--- src/hw/vitu_consts.svh ---
`ifndef VITU_CONSTS_SVH
`define VITU_CONSTS_SVH
// Sources and arbiter request slots
`define VITU_NSRC 10
`define VITU_NREQ 11
// Register port map
`define VITU_AW 2
`define VITU_DW 16
`define VITU_ADDR_INC 2'h0
`define VITU_ADDR_INS 2'h1
`define VITU_ADDR_STAT 2'h2
`define VITU_EN_RST 10'h000
// Pending bits that software clears by writing one: both pins and the timer
`define VITU_INS_W1C 10'h00D
// Vector addresses
`define VITU_VEC_SWI 7'h02
`define VITU_VEC_EXT0 7'h01
`define VITU_VEC_JTAG 7'h42
`define VITU_VEC_EXT1 7'h04
`define VITU_VEC_TIMER 7'h10
`define VITU_VEC_SRX2 7'h14
`define VITU_VEC_STX2 7'h18
`define VITU_VEC_SRX 7'h2C
`define VITU_VEC_STX 7'h30
`define VITU_VEC_PRX 7'h34
`define VITU_VEC_PTX 7'h38
`define VITU_VEC_UTRAP 7'h46
`define VITU_VEC_DTRAP 7'h03
// Service codes
`define VITU_CODE_NONE 4'h0
`define VITU_CODE_SWI 4'h1
`define VITU_CODE_EXT0 4'h2
`define VITU_CODE_JTAG 4'h8
`define VITU_CODE_EXT1 4'h9
`define VITU_CODE_TIMER 4'hC
`define VITU_CODE_SRX2 4'hD
`define VITU_CODE_STX2 4'hE
`define VITU_CODE_SRX 4'h3
`define VITU_CODE_STX 4'h4
`define VITU_CODE_PRX 4'h5
`define VITU_CODE_PTX 4'h6
`define VITU_CODE_UTRAP 4'h7
`endif

--- src/hw/vitu_pkg.sv ---
package vitu_pkg;
  typedef enum logic [1:0] {m_run, m_isr, m_trap} vitu_mode_t;
  typedef struct packed {
    vitu_mode_t st;
    logic [9:0] en;
    logic [9:0] pend;
    logic swi_p;
    logic utrap_p;
    logic dtrap_p;
    logic trap_usr;
    logic trap_pin_q;
    logic [3:0] srv;
    logic ack;
    logic [3:0] code;
    logic [15:0] ret_ptr;
    logic nores;
    logic fetch;
    logic [15:0] faddr;
    logic [15:0] rdata;
  } vitu_state_t;
endpackage

--- src/hw/vitu_arb_if.sv ---
interface vitu_arb_if;
  logic [10:0] req;
  logic gnt_vld;
  logic [3:0] gnt_idx;
  logic [6:0] gnt_vec;
  logic [3:0] gnt_code;
  modport arb (input req, output gnt_vld, output gnt_idx, output gnt_vec, output gnt_code);
  modport ctl (output req, input gnt_vld, input gnt_idx, input gnt_vec, input gnt_code);
endinterface

--- src/hw/vitu_arbiter.sv ---
`include "vitu_consts.svh"
module vitu_arbiter #(
  parameter int NREQ = `VITU_NREQ
) (
  // Request and grant
  vitu_arb_if.arb a
);
  generate
    if (NREQ != `VITU_NREQ)
    begin : g_chk
      $error("vitu_arbiter: request count fixed by vector table");
    end
  endgenerate

  function automatic logic [6:0] vec_of(input logic [3:0] idx);
    case (idx)
      4'h0: vec_of = `VITU_VEC_SWI;
      4'h1: vec_of = `VITU_VEC_EXT0;
      4'h2: vec_of = `VITU_VEC_JTAG;
      4'h3: vec_of = `VITU_VEC_EXT1;
      4'h4: vec_of = `VITU_VEC_TIMER;
      4'h5: vec_of = `VITU_VEC_SRX2;
      4'h6: vec_of = `VITU_VEC_STX2;
      4'h7: vec_of = `VITU_VEC_SRX;
      4'h8: vec_of = `VITU_VEC_STX;
      4'h9: vec_of = `VITU_VEC_PRX;
      default: vec_of = `VITU_VEC_PTX;
    endcase
  endfunction

  function automatic logic [3:0] code_of(input logic [3:0] idx);
    case (idx)
      4'h0: code_of = `VITU_CODE_SWI;
      4'h1: code_of = `VITU_CODE_EXT0;
      4'h2: code_of = `VITU_CODE_JTAG;
      4'h3: code_of = `VITU_CODE_EXT1;
      4'h4: code_of = `VITU_CODE_TIMER;
      4'h5: code_of = `VITU_CODE_SRX2;
      4'h6: code_of = `VITU_CODE_STX2;
      4'h7: code_of = `VITU_CODE_SRX;
      4'h8: code_of = `VITU_CODE_STX;
      4'h9: code_of = `VITU_CODE_PRX;
      default: code_of = `VITU_CODE_PTX;
    endcase
  endfunction

  // Slot order is priority order: the highest set slot wins
  always_comb
  begin
    a.gnt_vld = |a.req;
    a.gnt_idx = 4'h0;
    for (int i = 0; i < NREQ; i++)
    begin
      if (a.req[i])
      begin
        a.gnt_idx = 4'(i);
      end
    end
    a.gnt_vec = vec_of(a.gnt_idx);
    a.gnt_code = code_of(a.gnt_idx);
  end
endmodule

--- src/hw/vitu_top.sv ---
// Behaviour
// - Ten vectored sources: eight internal, two pins; plus user and debug traps.
// - The software-call instruction raises a software interrupt, kept for debug use.
// - Each interrupt and trap has its own vector and fixed priority.
// - Software interrupt and traps always enabled, no pending bit.
// - Other interrupts have an enable bit and a readable pending bit.
// - Acknowledge pin rises on entering any service routine.
// - A four-bit code names the interrupt or user trap being serviced.
// - Interrupts taken only after an interruptible instruction completes.
// - Simultaneous interrupts are serviced one by one in priority order.
// - Service routines, branches, cache loops, pointer decrements are not interruptible.
// - A trap is taken even during a non-interruptible instruction.
// - A trap inside a cache loop or service routine is not resumable.
// - Traps arriving during a trap routine are ignored.
// - A pending bit of one means the interrupt has occurred.
// - Disabled interrupts never serviced; enabled ones wait for an interruptible point.
// - Taking an interrupt saves the return address in its own register.
// - Enable one unmasks, zero masks; masked events still pend and fire later.
// - Write-one clears both pin and timer bits; interrupt return clears serviced one.
// - User trap vectors to 0x46, highest priority; debug trap to 0x3.
// - Acknowledge held until return; debug traps leave ack and code untouched.
`include "vitu_consts.svh"
module vitu_top #(
  parameter int NSRC = `VITU_NSRC
) (
  // Clock and reset
  input wire logic i_clk_sys,
  input wire logic i_rstn,
  // Register port
  input wire logic [`VITU_AW-1:0] i_reg_addr,
  input wire logic [`VITU_DW-1:0] i_reg_wdata,
  input wire logic i_reg_wr,
  input wire logic i_reg_rd,
  output logic [`VITU_DW-1:0] o_reg_rdata,
  // Interrupt sources
  input wire logic [NSRC-1:0] i_irq_evt,
  input wire logic [NSRC-1:0] i_irq_clr,
  // Core sequencer
  input wire logic i_instr_done,
  input wire logic i_instr_nonint,
  input wire logic i_in_cache,
  input wire logic i_icall,
  input wire logic i_ireturn,
  input wire logic [15:0] i_ret_addr,
  // Traps
  input wire logic i_trap_pin,
  input wire logic i_dbg_trap,
  // Program fetch redirect
  output logic o_fetch,
  output logic [15:0] o_fetch_addr,
  output logic [15:0] o_irq_return_ptr,
  // Service status
  output logic o_service_ack_pin,
  output logic [3:0] o_service_code_pins,
  output logic o_in_service,
  output logic o_in_trap,
  output logic o_resumable
);
  generate
    if (NSRC != `VITU_NSRC)
    begin : g_chk
      $error("vitu_top: source count fixed by vector table");
    end
  endgenerate

  vitu_pkg::vitu_state_t q;
  vitu_pkg::vitu_state_t d;
  vitu_arb_if arb_if ();
  logic utrap_evt;
  logic trap_take;
  logic take_user;
  logic irq_take;
  logic [NSRC-1:0] w1c_clr;
  logic [NSRC-1:0] ret_clr;

  vitu_arbiter #(
    .NREQ(`VITU_NREQ)
  ) u_arb (
    .a(arb_if.arb)
  );

  // One-hot pending bit of an arbiter slot; slot zero has none
  function automatic logic [9:0] src_bit(input logic [3:0] idx);
    src_bit = '0;
    if (idx != 4'h0)
    begin
      src_bit[idx - 4'h1] = 1'b1;
    end
  endfunction

  // Only enabled pending bits compete; the software call always does
  assign arb_if.req = {q.pend & q.en, q.swi_p};

  always_comb
  begin
    d = q;
    d.fetch = 1'b0;
    d.rdata = '0;
    d.trap_pin_q = i_trap_pin;
    // Pin level is already synchronous; a held pin gives one trap
    utrap_evt = i_trap_pin && !q.trap_pin_q;
    w1c_clr = '0;
    ret_clr = '0;

    // Traps latch outside a trap routine only
    if (q.st != vitu_pkg::m_trap)
    begin
      if (utrap_evt)
      begin
        d.utrap_p = 1'b1;
      end
      if (i_dbg_trap)
      begin
        d.dtrap_p = 1'b1;
      end
    end
    else
    begin
      d.utrap_p = 1'b0;
      d.dtrap_p = 1'b0;
    end

    // Software call: always enabled, no visible pending bit
    if (i_icall)
    begin
      d.swi_p = 1'b1;
    end

    // Any completed instruction lets a trap in, interruptible or not
    trap_take = i_instr_done && (q.st != vitu_pkg::m_trap) && (q.utrap_p || q.dtrap_p);
    take_user = q.utrap_p;
    irq_take = i_instr_done && !i_instr_nonint && (q.st == vitu_pkg::m_run)
      && arb_if.gnt_vld && !trap_take;

    // Register writes
    if (i_reg_wr && (i_reg_addr == `VITU_ADDR_INC))
    begin
      d.en = i_reg_wdata[NSRC-1:0];
    end
    if (i_reg_wr && (i_reg_addr == `VITU_ADDR_INS))
    begin
      w1c_clr = i_reg_wdata[NSRC-1:0] & `VITU_INS_W1C;
    end

    // Interrupt return
    if (i_ireturn && (q.st == vitu_pkg::m_isr))
    begin
      d.st = vitu_pkg::m_run;
      d.ack = 1'b0;
      d.code = `VITU_CODE_NONE;
      ret_clr = src_bit(q.srv) & `VITU_INS_W1C;
      d.srv = 4'h0;
    end
    if (i_ireturn && (q.st == vitu_pkg::m_trap))
    begin
      d.st = vitu_pkg::m_run;
      d.nores = 1'b0;
      if (q.trap_usr)
      begin
        d.ack = 1'b0;
        d.code = `VITU_CODE_NONE;
      end
    end

    // Pending bits record every occurrence, masked or not; set beats clear
    d.pend = (q.pend & ~(i_irq_clr | w1c_clr | ret_clr)) | i_irq_evt;

    // Vectored entry
    if (irq_take)
    begin
      d.st = vitu_pkg::m_isr;
      d.srv = arb_if.gnt_idx;
      d.ack = 1'b1;
      d.code = arb_if.gnt_code;
      d.ret_ptr = i_ret_addr;
      d.fetch = 1'b1;
      d.faddr = {9'h000, arb_if.gnt_vec};
      if (arb_if.gnt_idx == 4'h0)
      begin
        d.swi_p = 1'b0;
      end
    end

    // Trap entry; user trap outranks debug trap
    if (trap_take)
    begin
      d.st = vitu_pkg::m_trap;
      d.trap_usr = take_user;
      d.utrap_p = 1'b0;
      d.dtrap_p = 1'b0;
      d.fetch = 1'b1;
      // Return pointer is overwritten, so an interrupted routine is lost
      d.ret_ptr = i_ret_addr;
      d.nores = (q.st == vitu_pkg::m_isr) || i_in_cache;
      if (take_user)
      begin
        d.faddr = {9'h000, `VITU_VEC_UTRAP};
        d.ack = 1'b1;
        d.code = `VITU_CODE_UTRAP;
      end
      else
      begin
        // Debug trap keeps pins showing the state it broke into
        d.faddr = {9'h000, `VITU_VEC_DTRAP};
      end
    end

    // Register reads, data in the next cycle only
    if (i_reg_rd)
    begin
      case (i_reg_addr)
        `VITU_ADDR_INC: d.rdata = {6'h00, q.en};
        `VITU_ADDR_INS: d.rdata = {6'h00, q.pend};
        `VITU_ADDR_STAT: d.rdata = {4'h0, q.nores, q.st, q.ack, q.code, q.srv};
        default: d.rdata = '0;
      endcase
    end
  end

  always_ff @(posedge i_clk_sys)
  begin
    if (!i_rstn)
    begin
      q <= '0;
    end
    else
    begin
      q <= d;
    end
  end

  assign o_reg_rdata = q.rdata;
  assign o_fetch = q.fetch;
  assign o_fetch_addr = q.faddr;
  assign o_irq_return_ptr = q.ret_ptr;
  assign o_service_ack_pin = q.ack;
  assign o_service_code_pins = q.code;
  assign o_in_service = (q.st == vitu_pkg::m_isr);
  assign o_in_trap = (q.st == vitu_pkg::m_trap);
  assign o_resumable = !q.nores;
endmodule

--- config.mk ---
export PLATFORM = sky130hd
export DESIGN_NAME = vitu_top
export DESIGN_NICKNAME = d
export VERILOG_FILES = /design/src/hw/vitu_pkg.sv /design/src/hw/vitu_arb_if.sv /design/src/hw/vitu_arbiter.sv /design/src/hw/vitu_top.sv
export VERILOG_INCLUDE_DIRS = /design/src /design/src/hw
export SDC_FILE = /design/constraint.sdc
export NUM_CORES = 1
export LEC_CHECK = 0
export BUFFER_PORTS_ARGS = -buffer_cell sky130_fd_sc_hd__buf_2
export CORE_UTILIZATION = 55
export CTS_BUF_LIST = sky130_fd_sc_hd__clkbuf_4 sky130_fd_sc_hd__clkbuf_8
export CTS_CLUSTER_SIZE = 40
export DETAILED_ROUTE_END_ITERATION = 8
export GPL_TIMING_DRIVEN = 0
export PLACE_DENSITY = 0.85
export SYNTH_ARGS = -nofsm -noshare
export SYNTH_HDL_FRONTEND = slang
export SYNTH_HIERARCHICAL = 1
export SYNTH_SLANG_ARGS = --single-unit
--- constraint.sdc ---
create_clock -name i_clk_sys -period 4.3 [get_ports i_clk_sys]
set_input_delay 0.86 -clock i_clk_sys [delete_from_list [all_inputs] [get_ports i_clk_sys]]
set_output_delay 0.86 -clock i_clk_sys [all_outputs]
set_load 0.05 [all_outputs]
==> impl_metrics.env <==
export IMPL_grt_antenna_before_repair=0
export IMPL_first_pass_iters=4
export IMPL_grt_max_degree=12
export IMPL_start_util=0.5700
export IMPL_vias=3246
export IMPL_relSlewSlack=0.6332
export IMPL_port_buffers=100
export IMPL_rsz0062_at_grt="false"
export IMPL_fin_crit_ps=2779
export IMPL_ctsResizeCount=0
export IMPL_crit_fanout=10
export IMPL_cts_tree="yes"
export IMPL_place_hpwl_um=6218
export IMPL_p_sw_w=0.0005204
export IMPL_yosys_area_top_type="dfxtp_1"
export IMPL_cts_hold_buffers=0
export IMPL_totalWireLength_um=8258
export IMPL_drv_cap=0
export IMPL_p_clk_frac=0.292
export IMPL_synth_area_leaders="dfxtp_1 40%, buf_4 11%, a21oi_1 7.5%, nand2_1 6.2%, mux2i_1 5.5%"
export IMPL_nets=631
export IMPL_area_growth_syn_to_layout_pct=22.30
export IMPL_power_leakage_nw=2.150
export IMPL_insertedDiodeCount=0
export IMPL_swShare=0.3252
export IMPL_final_hold_viol_count=0
export IMPL_cts_max_level=3
export IMPL_yosys_warnings=6
export IMPL_min_path_type="reg -> reg"
export IMPL_clk_path_buf_depth=2
export IMPL_grtUsageTotal=0.2475
export IMPL_skew_ps=12.69
export IMPL_die_height_um=83.13
export IMPL_row_count=29
export IMPL_fillers=552
export IMPL_fin_ws_ps=1521
export IMPL_ant_nets=0
export IMPL_clk_root_buffer_cell="clkbuf_8"
export IMPL_cts_setup_buffers=0
export IMPL_netlist_instances=439
export IMPL_post_route_drc_count=0
export IMPL_die_x_um=83.13
export IMPL_critPathArrivalTime_ps=3040
export IMPL_worst_pin_slew_ps=550.2
export IMPL_slew_viol_final=0
export IMPL_ys_types=51
export IMPL_syn_area_um2=3620
export IMPL_drt_wirelength_per_cell_um=12.84
export IMPL_p_int_w=0.001080
export IMPL_grt_remaining_overflow=0
export IMPL_endpoint_kind="flop"
export IMPL_cts_buffers=9
export IMPL_critPathRequiredTime_ps=4560
export IMPL_yosys_area_top_type_share=0.4037
export IMPL_preCtsSetupSlack_ps=1554
export IMPL_grt_pass1_vias=3104
export IMPL_fin_setup_tns_ps=0
export IMPL_viasPerCell=5.048
export IMPL_startpoint_type="flop"
export IMPL_finalWeightedCongestion=0.8673
export IMPL_pwr_share_seq=0.465
export IMPL_setup_worst_path_class="reg -> reg"
export IMPL_max_freq_ghz=0.3598
export IMPL_insertion_delay_ps=350
export IMPL_vdd_drop_max_v=0.0002424
export IMPL_die_area_um2=6910
export IMPL_ios=122
export IMPL_clock_sinks=73
export IMPL_outcome="finished clean"
export IMPL_coreArea_um2=6350
export IMPL_post_synth_cell_area_avg_um2=8.245
export IMPL_comb_power_share=0.243
export IMPL_yosysSeqAreaShare=0.4037
export IMPL_drive_above_1_share=0.3357
export IMPL_setup_viol=0
export IMPL_grt_pass1_wl_um=13770
export IMPL_clkTransAtPathRegs_ps=70
export IMPL_period_share=0.6463
export IMPL_synth_seq_cells=73
export IMPL_drt_iter0_drc=116
export IMPL_p_per_area_nw_per_um2=361.5
-- routing by layer --
| metal | track usage | vias up | routed length [um] |
|---|---|---|---|
| li1 | - | 1647 | - |
| met1 | 0.3003 | 1486 | 3568 |
| met2 | 0.4136 | 98 | 4025 |
| met3 | 0.07356 | 15 | 528 |
| met4 | 0.09404 | 0 | 135 |
| met5 | 0 | - | 0 |
-- path summary, 6_finish.rpt --
path	endpoint	slack (ps)	depth (start not counted)	start
min reg2reg	o_irq_return_ptr[14]	450	2	o_irq_return_ptr[14]
max reg2reg	o_irq_return_ptr[10]	1520	9	q[69]
max	o_irq_return_ptr[10]	1520	9	q[69]
min	o_irq_return_ptr[14]	450	2	o_irq_return_ptr[14]
-- worst max-delay path: stages (launching register included) --
cell	delay, ps
dfxtp_1	330
and2_1	220
nor4_4	540
nand2_2	90
or4_1	500
and4bb_2	300
a32oi_4	320
buf_8	180
nand2_1	60
a21oi_1	140
-- through the flow --
stage / area [um2] / std cells / utilization / hold slack (ps) / power, W
after global routing: 4427 / 643 / 0.6971 / 481.3 / 0.001672
final: 4427 / 643 / 0.6971 / 453.1 / 0.001600
after CTS: 4427 / 643 / 0.6971 / 453.3 / 0.001603
after global placement: 4262 / 628 / 0.6711 / 437.9 / 0.001135
after detailed placement: 4262 / 628 / 0.6711 / 443.9 / 0.001146
after floorplan: 3665 / 451 / - / 432.2 / 0.001053
-- state kept, by name, indices dropped and copies added, names as in the netlist --
name,flops
q,30
o_irq_return_ptr,16
o_reg_rdata,12
o_fetch_addr,7
o_service_code_pins,4
arb_if.req,1
o_fetch,1
o_service_ack_pin,1
take_user,1
-- area by class of cell --
type / count / area (um2) / area share
clock inverter: 4 / 20.02 / 0.004522
timing repair buffer: 100 / 500.5 / 0.1131
inverter: 17 / 63.81 / 0.01441
clock buffer: 11 / 145.1 / 0.03279
multi-input combinational: 290 / 1643 / 0.3711
tap: 77 / 96.34 / 0.02176
buffer: 71 / 496.7 / 0.1122
sequential: 73 / 1461 / 0.3301
-- logic make-up after synthesis --
family | count (synthesis) | synth area share
AOI/OAI and AO/OA | 82 | 0.1341
adders and majority gates | 4 | 0.01383
buffers and inverters | 88 | 0.1549
DFF | 73 | 0.4037
muxes | 20 | 0.05531
other | 1 | 0.001036
and+or+nand+nor | 171 | 0.2371
-- power groups by stage --
stage          registers, W  logic (W)  clock network [W]
2_1_floorplan      0.000756   0.000297                  0
3_3_place_gp       0.000757   0.000379                  0
3_5_place_dp       0.000759   0.000387                  0
4_1_cts            0.000744   0.000389           0.000470
5_1_grt            0.000749   0.000418           0.000504
6_report           0.000744   0.000388           0.000468
-- placed cells by master (no fill, tap or decap), types with 2 or more instances in the layout --
cell      netlist  final
buf_2           4    104
dfxtp_1        73     73
nand2_1        60     60
buf_4          55     55
a21oi_1        54     54
nor2_1         49     49
mux2i_1        20     20
inv_1          17     17
and2_1         13     13
nand3_1        13     13
conb_1          1     13
clkbuf_8        0     10
o21ai_0         9      9
clkbuf_1        8      8
a31oi_1         6      6
nor3_1          5      5
nor2b_1         4      4
clkinv_2        0      4
ha_1            4      4
nand2b_1        3      3
and3_1          3      3
a211oi_1        3      3
and4bb_2        2      2
nor3b_1         2      2
buf_1           2      2
or2_2           2      2
-- synth_stat cells (all sizes together) --
| cell type | count |
|---|---|
| dfxtp | 73 |
| conb | 1 |
| and3b | 1 |
| a2111oi | 1 |
| or2 | 3 |
| a21o | 1 |
| and3 | 3 |
| a311oi | 1 |
| inv | 17 |
| nor3 | 7 |
| buf | 63 |
| mux2i | 20 |
| ha | 4 |
| a31oi | 6 |
| and2 | 13 |
| nand4b | 1 |
| and4bb | 3 |
| a211oi | 3 |
| a32o | 1 |
| a32oi | 1 |
| a22o | 1 |
| nand3b | 1 |
| o21a | 1 |
| nor3b | 2 |
| o21ai | 9 |
| nor2b | 4 |
| a21oi | 54 |
| or3 | 1 |
| nand4bb | 1 |
| and2b | 1 |
| a31o | 1 |
| nor4 | 2 |
| o31ai | 1 |
| nor2 | 49 |
| nand2b | 3 |
| or4 | 1 |
| clkbuf | 8 |
| nand2 | 61 |
| o21bai | 1 |
| nand3 | 14 |
Note: power is estimated with default switching activity, not from simulation.
